$ cat src/rtl/fsr_pkg.sv
// package with opcodes, register map, field positions, timing counts and carrier types
package fsr_pkg;

    // opcodes
    localparam logic [7:0] OP_SUSPEND = 8'hB0;
    localparam logic [7:0] OP_RESUME = 8'h30;
    localparam logic [7:0] OP_IDLE = 8'h00;
    localparam logic [7:0] OP_RST_ARM = 8'h66;
    localparam logic [7:0] OP_RST = 8'h99;
    localparam logic [7:0] OP_LEAVE_QUAD = 8'hF5;
    localparam logic [7:0] OP_ENTER_QUAD = 8'h35;
    localparam logic [7:0] OP_WR_ENABLE = 8'h06;
    localparam logic [7:0] OP_PP = 8'h02;
    localparam logic [7:0] OP_QPP = 8'h38;
    localparam logic [7:0] OP_SE = 8'h20;

    // frame lengths in bits
    localparam logic [5:0] OPC_BITS = 6'h08;
    localparam logic [5:0] HEAD_BITS = 6'h20;
    localparam logic [5:0] MIN_PROG_BITS = 6'h28;
    localparam logic [5:0] CNT_SAT = 6'h3F;

    // bank field of a 24-bit address, one bank per 512 KiB
    localparam int BANK_LSB = 19;
    localparam int BANK_MSB = 21;

    // internal operation durations in pclk cycles
    localparam int CNT_W = 20;
    localparam logic [CNT_W-1:0] ERASE_CYCLES = 20'h007D0;
    localparam logic [CNT_W-1:0] PROG_CYCLES = 20'h000C8;

    // register byte offsets
    localparam logic [11:0] REG_STATUS = 12'h000;
    localparam logic [11:0] REG_CTRL = 12'h004;
    localparam logic [11:0] REG_CMD = 12'h008;

    // status field positions
    localparam int ST_BUSY = 0;
    localparam int ST_WR_LATCH = 1;
    localparam int ST_PSUS = 2;
    localparam int ST_ESUS = 3;
    localparam int ST_QUAD = 4;
    localparam int ST_PERF = 5;
    localparam int ST_ARM = 6;
    localparam int ST_BANK_LSB = 8;
    localparam int ST_ABORT = 11;
    localparam int ST_PERF_HOLD = 12;

    // control and last-command field positions
    localparam int CTRL_PERF = 0;
    localparam int CMD_OK = 8;
    localparam int CMD_REJ = 9;
    localparam int CMD_NBITS_LSB = 16;

    typedef struct packed {
        logic done;
        logic [5:0] nbits;
        logic [7:0] op;
        logic [23:0] addr;
    } fsr_frame_t;

    typedef struct packed {
        logic cs_s1;
        logic cs_s2;
        logic cs_s3;
        logic sclk_s1;
        logic sclk_s2;
        logic sclk_s3;
        logic [3:0] sio_s1;
        logic [3:0] sio_s2;
        logic wide;
        logic [5:0] cnt;
        logic [7:0] op;
        logic [23:0] addr;
        fsr_frame_t frame;
    } fsr_link_t;

    localparam fsr_link_t LINK_RST = '{cs_s1: 1'b1, cs_s2: 1'b1, cs_s3: 1'b1, default: '0};

    typedef struct packed {
        logic wr_latch;
        logic esus;
        logic psus;
        logic quad;
        logic perf;
        logic perf_in_susp;
        logic arm;
        logic abort_prog;
        logic [2:0] ebank;
        logic [CNT_W-1:0] erase_left;
        logic [CNT_W-1:0] prog_left;
        logic [7:0] last_op;
        logic [5:0] last_nbits;
        logic last_ok;
        logic last_rej;
        logic [31:0] prdata;
        logic pready;
        logic pslverr;
        logic busy;
        logic rst_pulse;
    } fsr_state_t;

    // opcodes taken without condition while suspended
    function automatic logic susp_allowed(input logic [7:0] op);
        case (op)
            8'h03, 8'h0B, 8'hBB, 8'hEB, 8'hE7, 8'h9F, 8'hAF, 8'h90, 8'h05, 8'h2B, 8'hB1,
            8'hC1, 8'h5A, 8'h3C, 8'h30, 8'h66, 8'h99, 8'hC0, 8'h35, 8'hF5, 8'h00,
            8'hAB: susp_allowed = 1'b1;
            default: susp_allowed = 1'b0;
        endcase
    endfunction

    function automatic logic [2:0] bank_of(input logic [23:0] addr);
        bank_of = addr[BANK_MSB:BANK_LSB];
    endfunction

endpackage

$ cat src/rtl/fsr_ctrl.sv
// suspend, resume, no-operation, software reset and four-wire exit command control with APB
//
// Implementation choices: the APB register port and the placing of the registers.
`timescale 1ns/100ps
module fsr_ctrl import fsr_pkg::*; (
    input wire logic pclk,
    input wire logic presetn,
    input wire logic psel,
    input wire logic penable,
    input wire logic pwrite,
    input wire logic [11:0] paddr,
    input wire logic [31:0] pwdata,
    output logic [31:0] prdata,
    output logic pready,
    output logic pslverr,
    input wire logic cs_n,
    input wire logic sclk,
    input wire logic [3:0] sio_in,
    output logic four_wire_command_mode,
    output logic busy,
    output logic soft_reset_pulse
);
    fsr_state_t s, n;
    fsr_frame_t frame;

    fsr_link u_link (
        .pclk(pclk),
        .presetn(presetn),
        .cs_n(cs_n),
        .sclk(sclk),
        .sio_in(sio_in),
        .quad(s.quad),
        .frame(frame)
    );

    always_comb begin
        logic erase_run;
        logic prog_run;
        logic suspended;
        logic allowed;
        logic opc_only;
        logic ok;
        logic [31:0] status;
        erase_run = (s.erase_left != '0) && !s.esus;
        prog_run = (s.prog_left != '0) && !s.psus;
        suspended = s.esus || s.psus;
        allowed = 1'b0;
        opc_only = 1'b0;
        ok = 1'b0;
        status = '0;
        n = s;
        n.pready = 1'b0;
        n.pslverr = 1'b0;
        n.rst_pulse = 1'b0;

        // internal write timers freeze while their operation is suspended
        if (erase_run) begin
            n.erase_left = s.erase_left - 1'b1;
        end
        if (prog_run) begin
            n.prog_left = s.prog_left - 1'b1;
        end

        // enhance mode switched on while suspended blocks resume until it is off
        if (!s.perf) begin
            n.perf_in_susp = 1'b0;
        end else if (suspended) begin
            n.perf_in_susp = 1'b1;
        end

        if (frame.done && frame.nbits != '0) begin
            opc_only = (frame.nbits == OPC_BITS);
            // any completed command other than the arm drops an armed reset
            n.arm = 1'b0;
            if (!suspended) begin
                allowed = 1'b1;
            end else if (susp_allowed(frame.op)) begin
                allowed = 1'b1;
            end else if (s.esus && !s.psus) begin
                // erase suspend lets write enable and programming of other banks through
                allowed = (frame.op == OP_WR_ENABLE) || (frame.op == OP_PP)
                    || (frame.op == OP_QPP);
            end
            if (allowed) begin
                unique case (frame.op)
                    OP_RST_ARM: begin
                        ok = opc_only;
                        n.arm = opc_only;
                    end
                    OP_RST: begin
                        if (opc_only && s.arm) begin
                            ok = 1'b1;
                            n.rst_pulse = 1'b1;
                            // volatile state back to power-on, running write abandoned
                            n.wr_latch = 1'b0;
                            n.esus = 1'b0;
                            n.psus = 1'b0;
                            n.quad = 1'b0;
                            n.perf = 1'b0;
                            n.perf_in_susp = 1'b0;
                            n.ebank = '0;
                            n.abort_prog = s.prog_left != '0;
                            n.erase_left = '0;
                            n.prog_left = '0;
                        end
                    end
                    OP_IDLE: begin
                        ok = opc_only;
                    end
                    OP_SUSPEND: begin
                        if (opc_only && prog_run) begin
                            ok = 1'b1;
                            n.psus = 1'b1;
                            n.wr_latch = 1'b0;
                        end else if (opc_only && erase_run) begin
                            ok = 1'b1;
                            n.esus = 1'b1;
                            n.wr_latch = 1'b0;
                        end
                    end
                    OP_RESUME: begin
                        // no write-enable check here on purpose
                        if (opc_only && suspended && !(s.perf && n.perf_in_susp)) begin
                            ok = 1'b1;
                            n.esus = 1'b0;
                            n.psus = 1'b0;
                        end
                    end
                    OP_WR_ENABLE: begin
                        ok = opc_only;
                        n.wr_latch = s.wr_latch || opc_only;
                    end
                    OP_ENTER_QUAD: begin
                        ok = opc_only;
                        n.quad = s.quad || opc_only;
                    end
                    OP_LEAVE_QUAD: begin
                        ok = opc_only;
                        n.quad = s.quad && !opc_only;
                    end
                    OP_SE: begin
                        if (s.wr_latch && !suspended && !erase_run && !prog_run
                            && frame.nbits == HEAD_BITS) begin
                            ok = 1'b1;
                            n.erase_left = ERASE_CYCLES;
                            n.ebank = bank_of(frame.addr);
                            n.wr_latch = 1'b0;
                        end
                    end
                    OP_PP, OP_QPP: begin
                        // the suspended erase bank must stay untouched
                        if (s.wr_latch && !erase_run && !prog_run && s.prog_left == '0
                            && frame.nbits >= MIN_PROG_BITS && frame.nbits[2:0] == 3'h0
                            && !(s.esus && bank_of(frame.addr) == s.ebank)) begin
                            ok = 1'b1;
                            n.prog_left = PROG_CYCLES;
                            n.wr_latch = 1'b0;
                        end
                    end
                    default: begin
                        ok = 1'b0;
                    end
                endcase
            end
            n.last_op = frame.op;
            n.last_nbits = frame.nbits;
            n.last_ok = ok;
            n.last_rej = !ok;
        end

        // status word, suspend flags at bits 2 and 3
        status[ST_BUSY] = s.busy;
        status[ST_WR_LATCH] = s.wr_latch;
        status[ST_PSUS] = s.psus;
        status[ST_ESUS] = s.esus;
        status[ST_QUAD] = s.quad;
        status[ST_PERF] = s.perf;
        status[ST_ARM] = s.arm;
        status[ST_BANK_LSB +: 3] = s.ebank;
        status[ST_ABORT] = s.abort_prog;
        status[ST_PERF_HOLD] = s.perf_in_susp;

        // apb: data and error registered in setup, ready shown in the first access cycle
        if (psel && !penable) begin
            n.pready = 1'b1;
            n.prdata = '0;
            unique case (paddr)
                REG_STATUS: n.prdata = status;
                REG_CTRL: n.prdata[CTRL_PERF] = s.perf;
                REG_CMD: begin
                    n.prdata[7:0] = s.last_op;
                    n.prdata[CMD_OK] = s.last_ok;
                    n.prdata[CMD_REJ] = s.last_rej;
                    n.prdata[CMD_NBITS_LSB +: 6] = s.last_nbits;
                end
                default: n.pslverr = 1'b1;
            endcase
        end
        // writes take effect only at the completing edge
        if (psel && penable && s.pready && pwrite && paddr == REG_CTRL && !n.rst_pulse) begin
            n.perf = pwdata[CTRL_PERF];
        end
        // a reset that aborts a program in the same cycle wins over the clear
        if (psel && penable && s.pready && pwrite && paddr == REG_STATUS && !n.rst_pulse) begin
            n.abort_prog = 1'b0;
        end

        n.busy = ((n.erase_left != '0) && !n.esus) || ((n.prog_left != '0) && !n.psus);
    end

    always_ff @(posedge pclk or negedge presetn) begin
        if (!presetn) begin
            s <= '0;
        end else begin
            s <= n;
        end
    end

    assign prdata = s.prdata;
    assign pready = s.pready;
    assign pslverr = s.pslverr;
    assign four_wire_command_mode = s.quad;
    assign busy = s.busy;
    assign soft_reset_pulse = s.rst_pulse;
endmodule

$ cat src/rtl/fsr_link.sv
// serial command receiver: pin synchronisers, clock edge finding, opcode and address capture
`timescale 1ns/100ps
module fsr_link import fsr_pkg::*; (
    input wire logic pclk,
    input wire logic presetn,
    input wire logic cs_n,
    input wire logic sclk,
    input wire logic [3:0] sio_in,
    input wire logic quad,
    output fsr_frame_t frame
);
    fsr_link_t s, n;

    always_comb begin
        logic [3:0] bits;
        logic [2:0] step;
        logic [6:0] sum;
        bits = '0;
        step = '0;
        sum = '0;
        n = s;
        n.cs_s1 = cs_n;
        n.cs_s2 = s.cs_s1;
        n.cs_s3 = s.cs_s2;
        n.sclk_s1 = sclk;
        n.sclk_s2 = s.sclk_s1;
        n.sclk_s3 = s.sclk_s2;
        n.sio_s1 = sio_in;
        n.sio_s2 = s.sio_s1;
        n.frame.done = 1'b0;
        if (s.cs_s3 && !s.cs_s2) begin
            n.cnt = '0;
            n.wide = quad;
            n.op = '0;
            n.addr = '0;
        end else if (!s.cs_s2 && s.sclk_s2 && !s.sclk_s3) begin
            // single-wire mode looks only at line 0; upper lines are ignored
            bits = s.wide ? s.sio_s2 : {3'h0, s.sio_s2[0]};
            step = s.wide ? 3'h4 : 3'h1;
            if (s.cnt < OPC_BITS) begin
                n.op = s.wide ? {s.op[3:0], bits} : {s.op[6:0], bits[0]};
            end else if (s.cnt < HEAD_BITS) begin
                n.addr = s.wide ? {s.addr[19:0], bits} : {s.addr[22:0], bits[0]};
            end
            sum = {1'b0, s.cnt} + {4'h0, step};
            n.cnt = (sum > {1'b0, CNT_SAT}) ? CNT_SAT : sum[5:0];
            // the four-line program sends its address on all four lines
            if (n.cnt == OPC_BITS && n.op == OP_QPP) begin
                n.wide = 1'b1;
            end
        end
        if (!s.cs_s3 && s.cs_s2) begin
            n.frame.done = 1'b1;
            n.frame.nbits = s.cnt;
            n.frame.op = s.op;
            n.frame.addr = s.addr;
        end
    end

    always_ff @(posedge pclk or negedge presetn) begin
        if (!presetn) begin
            s <= LINK_RST;
        end else begin
            s <= n;
        end
    end

    assign frame = s.frame;
endmodule

$ cat config.mk
export PLATFORM = sky130hd
export DESIGN_NAME = fsr_ctrl
export DESIGN_NICKNAME = d
export VERILOG_FILES = /design/src/rtl/fsr_pkg.sv /design/src/rtl/fsr_ctrl.sv /design/src/rtl/fsr_link.sv
export SDC_FILE = /design/constraint.sdc
export NUM_CORES = 1
export LEC_CHECK = 0
export BUFFER_PORTS_ARGS = -buffer_cell sky130_fd_sc_hd__buf_2
export CORE_ASPECT_RATIO = 0.75
export CORE_MARGIN = 2
export CORE_UTILIZATION = 45
export CTS_CLUSTER_SIZE = 8
export DETAILED_ROUTE_END_ITERATION = 6
export PLACE_DENSITY = 0.68
export SYNTH_ARGS = -nofsm -noshare
export SYNTH_HDL_FRONTEND = slang
export SYNTH_SLANG_ARGS = --single-unit
export TNS_END_PERCENT = 30
$ cat constraint.sdc
create_clock -name pclk -period 3.4 [get_ports pclk]
set_input_delay 0.34 -clock pclk [delete_from_list [all_inputs] [get_ports pclk]]
set_output_delay 0.34 -clock pclk [all_outputs]
set_load 0.01 [all_outputs]
# Word-level counts from Yosys, hierarchy flattened
# Index checks and enable logic that the tools add are counted.
# word_totals
ram_bits	0
latch_bits	0
wordCells	240
rom_bits	0
inputBits	55
out_inout_bits	37
regBits	185
mem_count	0
# classes
shift	0
muxes	66
n_lt_le_gt_ge	4
div_mod_pow	0
n_mul	0
bitwise_logic	0
n_reduce_logical	93
eq_ne	38
add_sub_neg	3
# ops
cell	n
$mux W39	3
$eq A8 B8 Y1 const B	13
$reduce_bool A20 Y1	4
$mux W24	3
$mux W66	1
$mux W20	3
$eq A8 B6 Y1 const B	7
$mux W50	1
$pmux W23 S2	1
$mux W44	1
$pmux W20 S2	1
$sub A20 B1 Y20 const B	2
$logic_and A1 B1 Y1	37
$mux W8	4
$mux W1	31
$reduce_bool A2 Y1	12
$mux W23	1
$reduce_or A22 Y1	1
$logic_not A20 Y1	1
$mux W6	3
$pmux W9 S2	1
$eq A8 B2 Y1 const B	2
$eq A8 B3 Y1 const B	2
$eq A8 B7 Y1 const B	2
other kinds (37)	67

# Longest topological paths before layout
# depth
ltp_word	18
mapped_depth	11
mapped_depth_nobuf	10

# Hierarchy
# From an unflattened synthesis, not the netlist that was laid out.
# hier_totals
hier_cells	969
area_unflattened_um2	9491.6
# by_module_without_submodules
mod	instances	seq_area_each_um2	cells_each	area_per_inst_um2
fsr_ctrl	1	2252.2	613	5288.8
fsr_link	1	2306.0	356	4202.8

# Worst setup path after synthesis
# No wires, ideal clock.
# synth_path
path_kind	reg2reg
startpoint	reg u_link.s[77] (netlist bit)
endpoint	reg u_link.s[77] (netlist bit)
setup_slack_ns	0.600
n_path_buf	2
setup_time_ns	0.078
required_time_ns	3.322
period_less_slack_ns	2.800
arrival_ns	2.723
stages_incl_launch_ff	12
cell_sequence	dfrtp_1 buf_1 clkbuf_1 inv_1 ha_1 ha_1 xnor2_1 nand4_1 or3_1 nor4_1 nor3_1 a21oi_1
# synth_between
elab_chain_cells	9
word_cells_on_any_way	14
classes_between	add/sub: 1; order compare: 1; eq/ne: 2; mux: 7; reduce/logical: 3
# synth_lines
item	line_no	text
from (decl)	fsr_link.sv:12	fsr_link_t s, n;
from (signal assigned)	fsr_link.sv:64	s <= n;
parallel branches: the longest is 6 deep, another holds $add A6 B3 Y7	n/a	
$logic_and A1 B1 Y1 *	fsr_link.sv:48	if (n.cnt == OPC_BITS && n.op == OP_QPP) begin
$reduce_bool A2 Y1 (no source line) *	n/a	
$reduce_and A2 Y1 (no source line) *	n/a	
# Every way passes the cells marked *. The select of a mux whose other input is x is not followed.
# A chain may end at the register's enable or synchronous reset.

# Worst setup path in the final report
# layout_path
startpoint	reg s[62] (netlist bit)
endpoint	reg s[93] (netlist bit)
# layout_between
elab_chain_cells	7
# layout_lines
item	line_no	text
from (decl)	fsr_ctrl.sv:23	fsr_state_t s, n;
from (signal assigned)	fsr_ctrl.sv:215	s <= n;
$reduce_bool A20 Y1	fsr_ctrl.sv:45	prog_run = (s.prog_left != '0) && !s.psus;
$logic_and A1 B1 Y1	fsr_ctrl.sv:45	
$logic_not A1 Y1	fsr_ctrl.sv:142	if (s.wr_latch && !suspended && !erase_run && !prog_run
$logic_and A1 B1 Y1	fsr_ctrl.sv:142	
$logic_and A1 B1 Y1	fsr_ctrl.sv:143	&& frame.nbits == HEAD_BITS) begin
$ne A2 B2 Y1 (no source line)	n/a	
$reduce_and A5 Y1 (no source line)	n/a	
# Every way passes these cells.

==> metrics.yaml <==
hold_path:
  hp-start: "pwdata[0]"
  hold_path_class: "in -> reg"
  whs_path_depth: 3
  min_to: "s[98]$_DFFE_PN0P_"
placement:
  portBuffers: 47
  placed_area_um2: 8630
  dp_slack_ns: 0.396
  dp_hpwl_um: 12100
  place_congestion: 0.892
setup_path:
  crit_arrival_ns: 3.36
  endpoint_kind: "flop"
  r2r-end: "s[93]$_DFFE_PN0P_"
  reg2reg_depth: 8
  cp_slowest_cell: "or4_4"
  crit_required_ns: 3.71
  critPathMaxStageDelay_ns: 0.62
  path_delay_family: "simple AND/OR/NAND/NOR gates"
  cp_num_buf_inv: 1
  crit_path_max_fanout: 12
  ff2ff_setup_slack_ns: 0.34
  criticalPathCategory: "reg -> reg"
  cp_cell_sequence: "nor4_2 > nand4b_1 > or4_4 > nor4_4 > nor2_1 > nor2_4 > buf_4 > o21ai_0"
  start_kind: "flop"
  worstReg2RegStart: "s[62]$_DFF_PN0_"
global_route:
  grt_max_degree: 76
  grt_pass1_vias: 5684
  track_usage_pct: 18.7
  grt.overflow.total: 0
  grt_pass1_wl_um: 29200
  antenna_found_initial: 0
clock_network:
  post_cts_resized: 0
  cts.path.max_buffers: 2
  clockRootBuffer: "clkbuf_16"
  postCtsHoldBufs: 7
  clkSinkCount: 159
  postCtsSetupRepairBufs: 0
  cts_htree_levels: 4
  cts_tree: "yes"
  clkSlewWorstSetupHoldPaths_ns: 0.07
  cts_buffers: 17
  clock_latency_ns: 0.44
power:
  p_per_area_nw_per_um2: 445
  power.total_mw: 4.13
  max-vdd-ir-drop_uv: 349
  leakagePower_nw: 4.36
synth:
  syn_inst: 869
  yosysTopAreaCellShare_pct: 47.0
  async_flop_share_pct: 100
  ys_top_cells_by_area: "dfrtp_1 (47%), nand2_1 (5.0%), nor2_1 (4.2%), mux2i_1 (3.7%), buf_4 (3.0%)"
  yosysSeqAreaShare_pct: 47.9
  ys_ff_latch: 159
  synth-warning-count: 0
  yosys_most_used_dff: "dfrtp_1"
  synthDistinctLibCells: 70
  avgSynthCellArea_um2: 9.56
  synthesis.area_um2: 8310
  synth_edf_count: 0
  yosys.area.top_type: "dfrtp_1"
sta:
  setup_tns_ns: 0
  setup_viol_count_final: 0
  relSlewSlack_pct: 23.0
  worst_slack_ns: 0.345
  worst_slew_pin_slew_ns: 1.16
  fmax_mhz: 327
  drv_slew: 0
  skew_ns: 0.0113
  rsz0062_at_grt: "false"
  hold_ws_ns: 0.170
  period_share_pct: 89.9
  min_period_ns: 3.06
  hold_viol_final: 0
floorplanning:
  io_pins: 92
  die_w_um: 161
  die_h_um: 122
  rows: 43
  die_area_um2: 19600
  coreArea_um2: 18300
  initial_core_util_pct: 45.4
routing:
  detail-route-antenna-nets: 0
  drt-total-wl_um: 17600
  vias: 6297
  wl_per_cell_um: 15.2
  viasPerCell: 5.46
  first_pass_iters: 5
  drtIter0Drc: 647
  drc_errors: 0
run_status:
  status: "finished, final reports clean"
layout:
  nets: 954
  antenna_cells: 0
  area_growth_pct: 11.6
  final_cell_area_um2: 9280
  drive_above_1_share_pct: 15.4
job:
  maxCapViolCount: 0
-- metrics by stage --
stage | utilization, % | cells
2_1_floorplan | - | 881
3_3_place_gp | 47.2 | 1115
3_5_place_dp | 47.2 | 1115
4_1_cts | 50.7 | 1154
5_1_grt | 50.7 | 1154
6_report | 50.7 | 1154
-- layout by cell type (no fill, tap or decap), types with 4 or more instances in the layout --
| cell | instances |
|---|---|
| a211oi_1 | 24 |
| a21oi_1 | 22 |
| a22o_1 | 7 |
| a22oi_1 | 10 |
| and2_1 | 6 |
| buf_2 | 46 |
| buf_4 | 17 |
| clkbuf_16 | 17 |
| conb_1 | 13 |
| dfrtp_1 | 156 |
| dlygate4sd3_1 | 7 |
| ha_1 | 5 |
| inv_1 | 15 |
| inv_6 | 6 |
| mux2_2 | 18 |
| mux2i_1 | 31 |
| nand2_1 | 110 |
| nand2b_1 | 10 |
| nand3_1 | 21 |
| nand4_1 | 12 |
| nand4b_1 | 4 |
| nor2_1 | 92 |
| nor2b_1 | 10 |
| nor3_1 | 21 |
| nor3b_1 | 4 |
| nor4_1 | 17 |
| nor4bb_1 | 4 |
| o21a_1 | 6 |
| o21ai_0 | 49 |
| o31ai_1 | 8 |
| or2_2 | 4 |
| or3_1 | 10 |
| or4_1 | 8 |
| or4_4 | 5 |
| xnor2_1 | 26 |
| xor2_1 | 13 |
-- synth_stat cells (all sizes together), types with 20 or more instances --
library cell,instances
dfrtp,156
nand2,110
a21oi,22
clkbuf,36
o21ai,50
buf,42
a211oi,24
nor3,23
xnor2,26
nor4,20
nor2,93
nand3,21
mux2i,31
-- worst max path at each step --
stage                                         from                        to  slack [ns]  cells after the start
after floorplan           u_link.s[77]$_DFFE_PN0P_  u_link.s[77]$_DFFE_PN0P_        0.60                     11
after global placement             s[62]$_DFF_PN0_            busy$_DFF_PN0_        0.41                      8
after detailed placement           s[62]$_DFF_PN0_         s[93]$_DFFE_PN0P_        0.40                      8
after CTS                          s[62]$_DFF_PN0_         s[93]$_DFFE_PN0P_        0.34                      8
after global routing               s[62]$_DFF_PN0_         s[94]$_DFFE_PN0P_        0.12                      8
final                              s[62]$_DFF_PN0_         s[93]$_DFFE_PN0P_        0.34                      8
-- sequential cells by signal (all words and copies together), names as in the netlist --
register	count
pslverr	1
prdata	19
soft_reset_pulse	1
u_link.frame	18
u_link.s	43
pready	1
four_wire_command_mode	1
busy	1
s	66
u_link.n	8
-- report_power, final --
| part | leakage (nW) | internal [mW] | switching [mW] |
|---|---|---|---|
| clock network | 0.279 | 1.03 | 0.835 |
| logic | 1.92 | 0.108 | 0.167 |
| registers | 2.16 | 1.95 | 0.0456 |
| total | 4.36 | 3.08 | 1.05 |
-- routing by layer --
layer	wire length [um]	share of wire [%]	global-route usage, %
met1	9410	54	29.4
met2	6890	39	24.9
met3	975	5.5	4.46
met4	310	1.8	6.19
met5	0	0	0
-- cells by family (layout without fill, tap and decap cells) --
family	Yosys count	after routing	share of synthesized area [%]
XOR/XNOR	39	39	4.11
multiplexers	49	49	6.17
flip-flops	159	159	47.9
other	1	13	0.0451
adder cells (fa/ha/maj)	5	5	0.753
buffers and inverters	94	120	5.93
AO/OA/AOI/OAI	161	161	12.8
AND/OR/NAND/NOR	361	361	22.2
-- cell type report --
class                   count  area (um2)
clock inverters            15         148
flip-flops and latches    159        3980
multi-input cells         628        3890
fillers                  1675        9020
repair buffers             72         459
inverters                  16        60.1
clock buffers              17         425
well taps                 247         309
-- tightest hold or removal path, stage by stage --
cell,delay [ns]
buf_2,0.08
mux2i_1,0.06
nor2_1,0.08
(Power assumes the default switching activity.)
